===== config.mk =====
export PLATFORM = sky130hd
export DESIGN_NAME = inhibit_fault_digital_port
export DESIGN_NICKNAME = d
export VERILOG_FILES = /design/src/inc/inhibit_fault_pkg.sv /design/src/hdl/inhibit_fault_digital_port.sv
export VERILOG_INCLUDE_DIRS = /design/src /design/src/inc
export SDC_FILE = /design/constraint.sdc
export NUM_CORES = 1
export LEC_CHECK = 0
export ABC_AREA = 0
export BUFFER_PORTS_ARGS = -buffer_cell sky130_fd_sc_hd__buf_4
export CORE_UTILIZATION = 45
export DETAILED_ROUTE_END_ITERATION = 7
export HOLD_SLACK_MARGIN = 0.1
export PLACE_DENSITY = 0.76
export SYNTH_ARGS = -nofsm -noshare
export SYNTH_HDL_FRONTEND = slang
export SYNTH_SLANG_ARGS = --single-unit

===== constraint.sdc =====
create_clock -name clk -period 1.8 [get_ports clk]
set_input_delay 0.09 -clock clk [delete_from_list [all_inputs] [get_ports clk]]
set_output_delay 0.09 -clock clk [all_outputs]
set_load 0.005 [all_outputs]

===== src/inc/inhibit_fault_params.svh =====
`ifndef INHIBIT_FAULT_PARAMS_SVH
`define INHIBIT_FAULT_PARAMS_SVH
// Register byte offsets
`define REG_CTRL 8'h00
`define REG_CLEAR 8'h04
`define REG_GPIO 8'h08
`define REG_STATUS 8'h0C
`define REG_IRQ_STAT 8'h10
`define REG_IRQ_MASK 8'h14
// Control field positions
`define CTRL_FUNC_BIT 0
`define CTRL_RI_LO 1
`define CTRL_FLT_EN_BIT 3
`define CTRL_SRC_LO 4
`define CTRL_OUT_ON_BIT 6
`define CTRL_WIDTH 7
// Clear register field
`define CLEAR_PROT_BIT 0
// Reset values
`define CTRL_RESET 7'h00
`define GPIO_RESET 3'h0
`define IRQ_MASK_RESET 5'h00
// Protection flag indices
`define PROT_RI 0
`define PROT_OV 1
`define PROT_OC 2
`define PROT_OT 3
`define PROT_FS 4
`define PROT_COUNT 5
`endif


===== src/inc/inhibit_fault_pkg.sv =====
package inhibit_fault_pkg;
	// Port function
	typedef enum logic {
		inhibit_fault_mode,
		general_io_mode
	} port_function_e;
	// Remote inhibit configuration
	typedef enum logic [1:0] {
		inhibit_off,
		inhibit_tracking,
		inhibit_latching,
		inhibit_spare
	} remote_inhibit_config_e;
	// Fault output source
	typedef enum logic [1:0] {
		src_service_request,
		src_event_summary,
		src_operation,
		src_questionable
	} fault_source_select_e;
	// Status summaries from the status subsystem
	typedef struct packed {
		logic service_request_bit;
		logic event_summary_bit;
		logic operation_summary;
		logic questionable_summary;
	} summary_s;
	// Raw protection causes from the power stage
	typedef struct packed {
		logic fuse_open;
		logic over_temp;
		logic over_current;
		logic over_voltage;
	} prot_cause_s;
	// Control register
	typedef struct packed {
		logic output_on;
		fault_source_select_e fault_source_select;
		logic fault_indicator_enable;
		remote_inhibit_config_e remote_inhibit_config;
		port_function_e port_function;
	} ctrl_s;
endpackage


===== src/hdl/inhibit_fault_digital_port.sv =====
// Operation
// - Reset starts in inhibit plus fault mode
// - Function setting picks exactly one function
// - Tracking or latching choice enables inhibit
// - Low inhibit input turns output off
// - Tracking: output follows inhibit input level
// - Latching: output stays off after release
// - Fault pin inactive unless indicator enabled
// - Fault pin open-collector, asserts while the selected summary is high
// - Source select picks one of four summaries
// - Write 0..7 programs the port bits
// - Port read returns present pin state
// - Faults disable output, distinct indicators each
// - Protection clear restores output once cause gone
`timescale 1ns/1ps
`include "inhibit_fault_params.svh"
module inhibit_fault_digital_port
	import inhibit_fault_pkg::*;
#(
	parameter int IO_BITS = 3
) (
	// Clock and reset
	input wire logic clk,
	input wire logic rst,
	// APB slave
	input wire logic psel,
	input wire logic penable,
	input wire logic pwrite,
	input wire logic [7:0] paddr,
	input wire logic [31:0] pwdata,
	output logic [31:0] prdata,
	output logic pready,
	output logic pslverr,
	// Inhibit pin, low true, asynchronous
	input wire logic inhibit_input_n,
	// Fault pin, open collector
	input wire logic fault_output_i,
	output logic fault_output_o,
	output logic fault_output_oe,
	// General purpose port pins
	input wire logic [IO_BITS-1:0] gpio_i,
	output logic [IO_BITS-1:0] gpio_o,
	output logic [IO_BITS-1:0] gpio_oe,
	// Status and power stage
	input wire summary_s summary,
	input wire prot_cause_s prot_cause,
	output logic output_enable,
	output logic irq
);
	// Synchroniser stages, first stage read by the second and by the inhibit_off_a check
	logic inh_s1_ff, inh_s2_ff, flt_s1_ff, flt_s2_ff;
	logic [IO_BITS-1:0] gp_s1_ff, gp_s2_ff;
	// Software state
	ctrl_s ctrl_ff, nxt_ctrl;
	logic [IO_BITS-1:0] gpio_val_ff, nxt_gpio_val;
	logic [`PROT_COUNT-1:0] irq_stat_ff, nxt_irq_stat, irq_mask_ff, nxt_irq_mask;
	// Protection state
	logic [`PROT_COUNT-1:0] prot_ff, nxt_prot;
	logic latch_ff, nxt_latch;
	logic out_en_ff, nxt_out_en;
	logic flt_oe_ff, nxt_flt_oe;
	logic [IO_BITS-1:0] gpio_oe_ff, nxt_gpio_oe;
	logic irq_ff, nxt_irq;
	// Bus answer state
	logic pready_ff, nxt_pready, pslverr_ff, nxt_pslverr;
	logic [31:0] prdata_ff, nxt_prdata;
	// Decoded helpers
	logic wr_acc, rd_acc, clear_cmd, inh_act, trk_act, sel_sum;
	logic [`PROT_COUNT-1:0] causes;

	// Map address to a known register
	function automatic logic addr_ok(input logic [7:0] a);
		addr_ok = (a == `REG_CTRL) || (a == `REG_CLEAR) || (a == `REG_GPIO) ||
			(a == `REG_STATUS) || (a == `REG_IRQ_STAT) || (a == `REG_IRQ_MASK);
	endfunction

	// Two flops on every pin input
	always_ff @(posedge clk) begin
		if (rst) begin
			inh_s1_ff <= 1'b1;
			inh_s2_ff <= 1'b1;
			flt_s1_ff <= 1'b1;
			flt_s2_ff <= 1'b1;
			gp_s1_ff <= '0;
			gp_s2_ff <= '0;
		end else begin
			inh_s1_ff <= inhibit_input_n;
			inh_s2_ff <= inh_s1_ff;
			flt_s1_ff <= fault_output_i;
			flt_s2_ff <= flt_s1_ff;
			gp_s1_ff <= gpio_i;
			gp_s2_ff <= gp_s1_ff;
		end
	end

	// Bus phase decode; one wait state gives time to form read data
	assign wr_acc = psel && penable && pready_ff && pwrite;
	assign rd_acc = psel && penable && !pready_ff && !pwrite;
	assign clear_cmd = wr_acc && (paddr == `REG_CLEAR) && pwdata[`CLEAR_PROT_BIT];

	// Inhibit acts only in inhibit mode with a choice made
	always_comb begin
		inh_act = (ctrl_ff.port_function == inhibit_fault_mode) &&
			(ctrl_ff.remote_inhibit_config inside {inhibit_tracking, inhibit_latching}) &&
			!inh_s2_ff;
		trk_act = inh_act && (ctrl_ff.remote_inhibit_config == inhibit_tracking);
		causes = {prot_cause.fuse_open, prot_cause.over_temp, prot_cause.over_current,
			prot_cause.over_voltage, inh_act};
		case (ctrl_ff.fault_source_select)
			src_service_request: sel_sum = summary.service_request_bit;
			src_event_summary: sel_sum = summary.event_summary_bit;
			src_operation: sel_sum = summary.operation_summary;
			default: sel_sum = summary.questionable_summary;
		endcase
	end

	// Next values of the software registers
	always_comb begin
		nxt_ctrl = ctrl_ff;
		nxt_gpio_val = gpio_val_ff;
		nxt_irq_mask = irq_mask_ff;
		if (wr_acc) begin
			if (paddr == `REG_CTRL) begin
				nxt_ctrl = ctrl_s'(pwdata[`CTRL_WIDTH-1:0]);
			end else if (paddr == `REG_GPIO) begin
				nxt_gpio_val = pwdata[IO_BITS-1:0];
			end else if (paddr == `REG_IRQ_MASK) begin
				nxt_irq_mask = pwdata[`PROT_COUNT-1:0];
			end
		end
	end

	// Protection flags, latch and output enable
	always_comb begin
		// Flag per cause; the clear only takes flags whose cause is gone, and a cause wins
		nxt_prot = prot_ff;
		for (int i = 0; i < `PROT_COUNT; i++) begin
			if (causes[i]) begin
				nxt_prot[i] = 1'b1;
			end else if (clear_cmd) begin
				nxt_prot[i] = 1'b0;
			end
		end
		// Tracking indicator drops by itself when the input returns high
		if (!inh_act && !latch_ff && ctrl_ff.remote_inhibit_config != inhibit_latching) begin
			nxt_prot[`PROT_RI] = 1'b0;
		end
		// Latch survives function change; only the clear releases it
		nxt_latch = latch_ff;
		if (inh_act && ctrl_ff.remote_inhibit_config == inhibit_latching) begin
			nxt_latch = 1'b1;
		end else if (clear_cmd && !inh_act) begin
			nxt_latch = 1'b0;
		end
		nxt_out_en = ctrl_ff.output_on && !(|causes) && !(|prot_ff[`PROT_FS:`PROT_OV]) &&
			!latch_ff && !trk_act;
	end

	// Pin drive and interrupt
	always_comb begin
		// Open collector: enable pulls low, never drives high
		nxt_flt_oe = ctrl_ff.fault_indicator_enable && (ctrl_ff.port_function == inhibit_fault_mode) &&
			sel_sum;
		nxt_gpio_oe = (ctrl_ff.port_function == general_io_mode) ? {IO_BITS{1'b1}} : '0;
		// Sticky status; a new event beats a write-one clear
		nxt_irq_stat = irq_stat_ff;
		if (wr_acc && paddr == `REG_IRQ_STAT) begin
			nxt_irq_stat = irq_stat_ff & ~pwdata[`PROT_COUNT-1:0];
		end
		nxt_irq_stat = nxt_irq_stat | (nxt_prot & ~prot_ff);
		nxt_irq = |(nxt_irq_stat & nxt_irq_mask);
	end

	// Read data and bus answer
	always_comb begin
		nxt_pready = psel && penable && !pready_ff;
		nxt_pslverr = 1'b0;
		nxt_prdata = prdata_ff;
		if (psel && penable && !pready_ff && !addr_ok(paddr)) begin
			nxt_pslverr = 1'b1;
		end
		if (rd_acc) begin
			nxt_prdata = 32'h00000000;
			if (paddr == `REG_CTRL) begin
				nxt_prdata[`CTRL_WIDTH-1:0] = ctrl_ff;
			end else if (paddr == `REG_GPIO) begin
				nxt_prdata[IO_BITS-1:0] = gp_s2_ff;
			end else if (paddr == `REG_STATUS) begin
				nxt_prdata[8:0] = {inh_s2_ff, flt_s2_ff, prot_ff, latch_ff, out_en_ff};
			end else if (paddr == `REG_IRQ_STAT) begin
				nxt_prdata[`PROT_COUNT-1:0] = irq_stat_ff;
			end else if (paddr == `REG_IRQ_MASK) begin
				nxt_prdata[`PROT_COUNT-1:0] = irq_mask_ff;
			end
		end
	end

	// Register every group
	always_ff @(posedge clk) begin
		if (rst) begin
			ctrl_ff <= ctrl_s'(`CTRL_RESET);
			gpio_val_ff <= `GPIO_RESET;
			irq_mask_ff <= `IRQ_MASK_RESET;
			irq_stat_ff <= '0;
			prot_ff <= '0;
			latch_ff <= 1'b0;
			out_en_ff <= 1'b0;
			flt_oe_ff <= 1'b0;
			gpio_oe_ff <= '0;
			irq_ff <= 1'b0;
			pready_ff <= 1'b0;
			pslverr_ff <= 1'b0;
			prdata_ff <= 32'h00000000;
		end else begin
			ctrl_ff <= nxt_ctrl;
			gpio_val_ff <= nxt_gpio_val;
			irq_mask_ff <= nxt_irq_mask;
			irq_stat_ff <= nxt_irq_stat;
			prot_ff <= nxt_prot;
			latch_ff <= nxt_latch;
			out_en_ff <= nxt_out_en;
			flt_oe_ff <= nxt_flt_oe;
			gpio_oe_ff <= nxt_gpio_oe;
			irq_ff <= nxt_irq;
			pready_ff <= nxt_pready;
			pslverr_ff <= nxt_pslverr;
			prdata_ff <= nxt_prdata;
		end
	end

	// Outputs straight from flops; fault pin data is always low
	assign prdata = prdata_ff;
	assign pready = pready_ff;
	assign pslverr = pslverr_ff;
	assign fault_output_o = 1'b0;
	assign fault_output_oe = flt_oe_ff;
	assign gpio_o = gpio_val_ff;
	assign gpio_oe = gpio_oe_ff;
	assign output_enable = out_en_ff;
	assign irq = irq_ff;
endmodule


==> flow_summary.toml, run 1 <==
[logic_synthesis]
synth_area_sq_um = 2420
avgSynthCellArea_sq_um = 9.13
async_reset_ff_frac = 0
ys_types = 50
synth_top_family_by_area = "simple AND/OR/NAND/NOR gates"
synth_ff_type = "dfxtp_1"
synth_compound_area_frac = 0.118
synth_mux_area_frac = 0.0869
ys_seq_area_frac = 0.422
synth-xor-area-share = 0
syn_inst = 265
synth_edf_count = 0
synth_fa_ha_area_frac = 0.00517
synth-seq-cells = 51
synth_warnings = 0
synthSimpleGateAreaFrac = 0.246

[power]
pwr_density_cell_nw_per_um2 = 695
vdd_drop_max_mv = 0.477
leakagePower_uw = 0.00135

[timing]
clock_skew_ns = 0.0106
report.final.slew_viol_count = 0
fmax_mhz = 563
hold_viol = 0
fin_ws_ns = 0.0244
min_period_ns = 1.78
min_period_over_period = 0.986
setup_viol_count_final = 0

[worst_setup_path]
crit_chain = "and4_4 > nand4_4 > mux2_4 > a222oi_1 > a21oi_2"
critical_path_class = "reg2reg"
slowest_delay_ns = 0.46
critPathLaunchType = "flip-flop"
arrival_ns = 1.95
cp-end-kind = "flip-flop"
path_max_fanout = 4
cp_num_buf_inv = 0
critPathRequiredTime_ns = 1.97
crit_slowest_cell = "a222oi_1"
critPathTopFamily = "compound AO/OA/AOI/OAI gates"

[status]
outcome = "finished, final reports clean"

[clocking]
cts_tree = "yes"
clock_sinks = 51
post_cts_buffers = 0
clk_pin_slew_ns = 0.09
cts_buffers = 5
h-tree-depth = 2
clockRootBuffer = "clkbuf_8"
worstSkewPairLatency_ns = 0.31
cts_buffer_depth = 2

[grt]
grt_pass1_vias = 1847
grt.total_usage = 0.210
antenna_found_initial = 0
grt.overflow.total = 0
grt_first_pass_wirelength_mm = 8.73
grt_max_degree = 51

[place]
pre_cts_slack_ns = 0.0303
place.detailed.hpwl_mm = 3.86
portBuffers = 52
gp_congestion = 0.831

[run]
drv_cap = 0

[routing]
via_per_inst = 5.06
route.detailed.drc = 0
via_count = 2054
drtIter0Drc = 149
drt_pass1_iterations = 6
wl_per_cell_microns = 13.7
postRouteAntennaNets = 0
routed_wl_mm = 5.58

[die]
fp.dieH_microns = 75.3
dieArea_sq_um = 5670
dieWidth_microns = 75.3
initial_core_util = 0.471
ioPinCount = 102
num_rows = 26
core-area_sq_um = 5140

[final_layout]
diodes = 0
utilization = 0.604
drive_above_1_share = 0.262
area_growth_pct = 28.3
nNetsFinal = 394

[min_path]
hp-class = "in2reg"
==> worst paths after layout <==
kind / from / to / slack (ns) / depth (start not counted)
setup / recovery: pready / irq / 0.02 / 5
hold / removal: paddr[0] / pslverr / 0.13 / 4
setup reg to reg: pready / irq / 0.02 / 5
hold reg to reg: flt_s1_ff / flt_s2_ff / 0.41 / 1
==> layout by cell type (no fill, tap or decap), types with 2 or more instances in the layout <==
cell type / synthesis / routed
nand4_1: 5 / 5
nor4_1: 2 / 2
nor2_1: 26 / 26
mux2i_1: 15 / 15
a21oi_1: 15 / 14
dlygate4sd3_1: 0 / 18
o211ai_1: 3 / 3
inv_1: 8 / 8
a22o_1: 3 / 3
nand2_1: 13 / 13
nor4bb_1: 3 / 2
conb_1: 1 / 24
a22oi_1: 4 / 4
o21ai_0: 5 / 5
nor2b_1: 15 / 15
nand3_1: 6 / 6
o221ai_1: 2 / 2
clkbuf_8: 0 / 7
and3_1: 3 / 3
o22ai_1: 4 / 3
or2_2: 5 / 5
a21boi_0: 2 / 2
nor3_1: 6 / 6
or3_1: 4 / 3
buf_4: 26 / 61
dfxtp_1: 51 / 51
and2_1: 3 / 3
==> power by group <==
group	switching, uW	total (uW)	leakage (uW)	internal (uW)
logic	124	257	0.000880	133
clock network	372	724	0.0000515	352
registers	18.9	1170	0.000416	1160
==> routing by layer <==
metal | wire, microns | track usage | part of all wire | vias to the layer above
met4 | 99 | 0.103 | 0.018 | 0
li1 | - | - | - | 1016
met3 | 275 | 0.0291 | 0.049 | 9
met5 | 0 | 0 | 0 | -
met2 | 2680 | 0.350 | 0.48 | 84
met1 | 2510 | 0.268 | 0.45 | 945
==> cells by family after synthesis <==
| group | after synthesis |
|---|---|
| AND/OR/NAND/NOR | 102 |
| buffers and inverters | 47 |
| AO/OA/AOI/OAI | 44 |
| flip-flops | 51 |
| multiplexers | 19 |
| other | 1 |
| adder cells (fa/ha/maj) | 1 |
==> sequential cells by signal (all words and copies together), names as in the netlist <==
signal and count:
flt_s1_ff 1, irq 1, output_enable 1, prdata 9
irq_mask_ff 5, inh_s1_ff 1, flt_s2_ff 1, gpio_o 3
ctrl_ff 7, gp_s1_ff 3, gpio_oe 1, pslverr 1
inh_s2_ff 1, fault_output_oe 1, latch_ff 1, pready 1
gp_s2_ff 3, irq_stat_ff 5, prot_ff 5
==> cell type report <==
cell class | instances | area, sq um
fillers | 448 | 2040
flip-flops and latches | 51 | 1020
well taps | 70 | 87.6
clock buffers | 8 | 100
inverters | 8 | 30.0
repair buffers | 79 | 638
multi-input cells | 190 | 1230
==> synth_stat cells (3+ instances only) <==
cell	count	area share
nand3_1	6	0.012
a21oi_1	15	0.031
or3_1	4	0.010
nor2b_1	15	0.039
and3_1	3	0.0078
a22o_1	3	0.011
o21ai_0	5	0.010
dfxtp_1	51	0.42
and2_1	3	0.0078
nor4bb_1	3	0.012
nor3_1	6	0.012
a22oi_1	4	0.012
buf_4	26	0.081
nand4_1	5	0.013
mux2i_1	15	0.062
or2_2	5	0.013
nand2_1	13	0.020
o211ai_1	3	0.0093
inv_1	8	0.012
o22ai_1	4	0.010
clkbuf_1	10	0.016
nor2_1	26	0.040
==> per-stage QoR <==
step           area (sq um)  TNS, ns  instances  hold slack, ns  power, uW
3_5_place_dp           2790        0        380           0.277       1420
5_1_grt                3100  -0.0182        406           0.153       2230
2_1_floorplan          2500        0        288           0.174       1350
4_1_cts                3070        0        406           0.130       2150
3_3_place_gp           2790        0        380           0.274       1410
6_report               3100        0        406           0.134       2160
==> timing repair <==
action                                  4_1_cts  5_1_grt
hold buffers                                 18        0
endpoints found under the setup margin        0        1
gates resized for setup                       0        7
hold endpoints to repair                     22        0
==> tightest hold or removal path, delay by kind of cell <==
kind	cells	cell delay, ns
buf+inv	1	0.10
simple gates	3	0.22
No activity file was read; power rests on OpenSTA's default activity.
==> inputs of run 2 (changes only) <==
--- a/config.mk
+++ b/config.mk
@@ -8,10 +8,13 @@
 export LEC_CHECK = 0
 export ABC_AREA = 0
 export BUFFER_PORTS_ARGS = -buffer_cell sky130_fd_sc_hd__buf_4
-export CORE_UTILIZATION = 45
+export CELL_PAD_IN_SITES_DETAIL_PLACEMENT = 1
+export CELL_PAD_IN_SITES_GLOBAL_PLACEMENT = 2
+export CORE_ASPECT_RATIO = 0.8
+export CORE_UTILIZATION = 27
 export DETAILED_ROUTE_END_ITERATION = 7
 export HOLD_SLACK_MARGIN = 0.1
-export PLACE_DENSITY = 0.76
+export PLACE_DENSITY_LB_ADDON = 0.1
 export SYNTH_ARGS = -nofsm -noshare
 export SYNTH_HDL_FRONTEND = slang
 export SYNTH_SLANG_ARGS = --single-unit
==> run 2 against run 1 <==
Clock skew shrank 0.0057 ns. Combinational power is 5% higher. Critical path depth rose by 1. Non-clock buffer count increased by 9. Via count increased by 1.5%. Design area up 3.6%. Hold slack improved by 0.084 ns. Maximum frequency up 0.62%. Sequential share of layout area is 1.1 points lower. Critical path type unchanged. Largest power group unchanged. Highest routed layer unchanged.
==> flow_summary.toml, run 2 (same netlist as run 1, synthesis figures left out) <==
[status]
outcome = "finished, final reports clean"

[grt]
grt_first_pass_wirelength_mm = 11.1
grt_max_degree = 51
grt.total_usage = 0.160
grt.overflow.total = 0
grt_pass1_vias = 2060
antenna_found_initial = 0

[run]
drv_cap = 0

[timing]
rsz0062_at_grt = "yes"
hold_viol = 0
slew_headroom = 0.644
clock_skew_ns = 0.00497
fmax_mhz = 567
fin_ws_ns = 0.0354
setup_viol_count_final = 0
report.final.slew_viol_count = 0
min_period_over_period = 0.980
max_slew.worst_pin.slew_ns = 0.534
min_period_ns = 1.76

[power]
total_power_uw = 2140
leakagePower_uw = 0.00138
pwr_density_cell_nw_per_um2 = 667
vdd_drop_max_mv = 0.300

[routing]
routed_wl_mm = 7.04
drt_pass1_iterations = 4
postRouteAntennaNets = 0
via_per_inst = 4.56
drtIter0Drc = 56
wl_per_cell_microns = 15.4
via_count = 2085
route.detailed.drc = 0

[final_layout]
layout_commonest_cell = "buf_4"
layout_common_cells = "buf_4, dfxtp_1, nor2_1"
diodes = 0
utilization = 0.374
fillCellCount = 1017
drive_above_1_share = 0.284
largest_reg_flops = 9
area_growth_pct = 32.9
nNetsFinal = 403

[die]
num_rows = 30
core-area_sq_um = 8600
ioPinCount = 102
dieWidth_microns = 108
fp.dieH_microns = 86.7
dieArea_sq_um = 9340
initial_core_util = 0.281

[clocking]
cts_buffer_depth = 2
worstSkewPairLatency_ns = 0.31
clock_sinks = 51
clockRootBuffer = "clkbuf_8"
h-tree-depth = 2
cts_tree = "yes"
clk_pin_slew_ns = 0.10
cts_buffers = 5

[worst_setup_path]
cp-end-kind = "flip-flop"
critical_path_class = "reg2reg"
critPathLaunchType = "flip-flop"
path_max_fanout = 5
arrival_ns = 1.95
critPathRequiredTime_ns = 1.98

[place]
place.detailed.hpwl_mm = 5.28
pre_cts_slack_ns = -0.0366
portBuffers = 52
gp_congestion = 0.753

[min_path]
hp-class = "in2reg"
==> run 2: critical path: stages, from the launching register on <==
cell and delay [ns]:
dfxtp_2 0.34, and4_4 0.24, buf_6 0.13, nand4_1 0.13
a22o_1 0.25, a222oi_1 0.43, a21oi_1 0.12
==> run 2: final cells by class <==
type,count,area [sq um],share of cell area
tap,112,140,0.0436
clock inverter,3,23.8,0.00740
timing repair buffer,88,709,0.221
inverter,8,30.0,0.00934
sequential,51,1020,0.318
multi-input combinational,190,1220,0.380
clock buffer,5,68.8,0.0214
==> run 2: metrics by stage <==
| stage | TNS [ns] | instance area [sq um] | hold WS (ns) | cells |
|---|---|---|---|---|
| floorplan | 0 | 2500 | 0.174 | 288 |
| global placement | -0.0166 | 2900 | 0.277 | 429 |
| detailed placement | -0.0366 | 2900 | 0.282 | 429 |
| CTS | 0 | 3180 | 0.215 | 455 |
| global route | -0.0412 | 3210 | 0.212 | 457 |
| finish | 0 | 3210 | 0.218 | 457 |
==> run 2: path summary, 6_finish.rpt <==
| kind | cells past startpoint | slack [ns] | start | endpoint |
|---|---|---|---|---|
| max reg2reg | 6 | 0.04 | pready | irq |
| max | 6 | 0.04 | pready | irq |
| min reg2reg | 1 | 0.42 | inh_s1_ff | inh_s2_ff |
| min | 3 | 0.22 | summary[1] | fault_output_oe |
==> run 2: repair_timing <==
item	CTS	global route
hold buffers	18	0
endpoints found under the hold margin	20	0
pin swaps	1	7
resized for setup	4	4
endpoints found under the setup margin	1	1
buffers inserted	0	2
==> run 2: power by group <==
part	switching, uW	internal [uW]	leakage, uW
sequential	17.1	1160	0.000416
combinational	135	136	0.000922
clock	421	279	0.0000408
total	573	1570	0.00138
==> run 2: per-layer routing <==
metal	GRT usage	vias to the layer above	share of wire
met5	0	-	0
met4	0.0448	0	0.0097
met3	0.0301	8	0.040
met2	0.244	46	0.43
met1	0.228	999	0.52
li1	-	1032	-
==> inputs of run 3 (changes only) <==
--- a/config.mk
+++ b/config.mk
@@ -7,12 +7,12 @@
 export NUM_CORES = 1
 export LEC_CHECK = 0
 export ABC_AREA = 0
-export BUFFER_PORTS_ARGS = -buffer_cell sky130_fd_sc_hd__buf_4
 export CELL_PAD_IN_SITES_DETAIL_PLACEMENT = 1
 export CELL_PAD_IN_SITES_GLOBAL_PLACEMENT = 2
 export CORE_ASPECT_RATIO = 0.8
-export CORE_UTILIZATION = 27
+export CORE_UTILIZATION = 35
 export DETAILED_ROUTE_END_ITERATION = 7
+export DONT_BUFFER_PORTS = 1
 export HOLD_SLACK_MARGIN = 0.1
 export PLACE_DENSITY_LB_ADDON = 0.1
 export SYNTH_ARGS = -nofsm -noshare
==> run 3 against run 2 <==
Sequential power is essentially flat. Clock power grew 3.6%. Critical path type unchanged. Die area shrank 22%. Final cell count shrank 18%. Register-to-register slack gained 0.04 ns. Sequential share of layout area grew 4.8 points. Largest power group unchanged. First-iteration DRC count grew 120%.
==> flow_summary.toml, run 3 (same netlist as run 1, synthesis figures left out) <==
[die]
dieArea_sq_um = 7250
fp.dieH_microns = 76.4
dieWidth_microns = 94.9
core-area_sq_um = 6540
initial_core_util = 0.370
num_rows = 26
ioPinCount = 102

[routing]
routed_wl_mm = 6.67
route.detailed.drc = 0
wl_per_cell_microns = 17.8
drt_pass1_iterations = 4
via_count = 1907
via_per_inst = 5.09
drtIter0Drc = 121
postRouteAntennaNets = 0

[timing]
fmax_mhz = 578
report.final.slew_viol_count = 0
rsz0062_at_grt = "no"
min_period_over_period = 0.961
setup_viol_count_final = 0
clock_skew_ns = 0.0112
tns_ns = 0
hold_viol = 0
min_period_ns = 1.73

[min_path]
whs_path_depth = 4
hp-class = "in2reg"

[final_layout]
drive_above_1_share = 0.124
layout_common_cells = "dfxtp_1, nor2_1, dlygate4sd3_1"
largest_reg_flops = 9
fillCellCount = 784
multi_input_area_sq_um = 1210
regArea_sq_um = 1020
area_growth_pct = 15.4
diodes = 0
final_area_sq_um = 2790
nNetsFinal = 349
layout_commonest_cell = "dfxtp_1"

[clocking]
cts_buffers = 5
cts_tree = "yes"
clock_sinks = 51
clockRootBuffer = "clkbuf_8"
h-tree-depth = 2
cts_buffer_depth = 2
worstSkewPairLatency_ns = 0.31
clk_pin_slew_ns = 0.11

[grt]
grt_max_degree = 51
grt_first_pass_wirelength_mm = 10.5
grt.total_usage = 0.194
grt_pass1_vias = 1868
antenna_found_initial = 0
grt.overflow.total = 0

[place]
place.detailed.hpwl_mm = 4.56
placed_cell_area_sq_um = 2390
portBuffers = 0
gp_congestion = 0.772

[worst_setup_path]
cp-end-kind = "flip-flop"
critPathLaunchType = "flip-flop"
rr_worst_depth = 7
critPathRequiredTime_ns = 2.05
critical_path_class = "reg2reg"
arrival_ns = 1.98
path_max_fanout = 2

[power]
leakagePower_uw = 0.00110
pwr_density_cell_nw_per_um2 = 750
vdd_drop_max_mv = 0.347

[run]
drv_cap = 0

[status]
outcome = "finished, final reports clean"
run 3: cell count changes in the layout (fill, tap and decap cells not counted), sizes merged:
cell,previous run,this run
buf,70,9
dlygate4sd3,18,25
inv,9,10
clkinvlp,2,1
run 3: final cells by class:
type / instances / share of cell area
Clock buffer: 5 / 0.0247
Clock inverter: 3 / 0.00896
Inverter: 8 / 0.0108
Multi-Input combinational cell: 190 / 0.434
Sequential cell: 51 / 0.366
Tap cell: 84 / 0.0377
Timing Repair Buffer: 34 / 0.118
run 3: final timing paths:
check                  start              to  slack, ns
setup / recovery  ctrl_ff[1]             irq       0.07
hold / removal      paddr[2]  irq_stat_ff[0]        0.1
setup reg to reg  ctrl_ff[1]             irq       0.07
hold reg to reg    inh_s1_ff       inh_s2_ff       0.42
run 3: layer usage:
layer  share of wire  wire (microns)  global-route usage  vias to the layer above
met1            0.51            3380               0.292                      916
met3           0.054             357              0.0409                        7
met5               0               0                   0                        -
met2            0.43            2850               0.278                       58
li1                -               -                   -                      926
met4           0.012              80              0.0515                        0
run 3: metrics by stage:
step / hold WS [ns] / std cells / utilization / total power (uW) / setup WS [ns]
after floorplan: 0.174 / 288 / - / 1350 / 0.102
after global placement: 0.167 / 339 / 0.366 / 1310 / 0.0656
after detailed placement: 0.169 / 339 / 0.366 / 1320 / 0.0447
after CTS: 0.103 / 372 / 0.420 / 2120 / 0.0115
after global routing: 0.109 / 375 / 0.427 / 2210 / 0.00400
final: 0.0990 / 375 / 0.427 / 2090 / 0.0707
run 3: where the power goes:
| group | leakage (uW) | switching [uW] | internal (uW) |
|---|---|---|---|
| logic | 0.000642 | 99.1 | 94.9 |
| clock network | 0.0000452 | 441 | 285 |
| registers | 0.000416 | 18.4 | 1160 |
| total | 0.00110 | 559 | 1540 |
run 3: worst max-delay path, stage by stage (launching register included):
cell and delay (ns):
dfxtp_1 0.35, inv_1 0.07, ha_1 0.30, or3_4 0.38
o22ai_2 0.13, a21oi_1 0.07, o22a_1 0.25, a21oi_2 0.14
run 3: timing repair:
action,CTS,global route
hold endpoints to repair,51,1
gates resized for setup,0,5
setup buffers,0,2
hold buffers,25,1
setup endpoints to repair,0,1
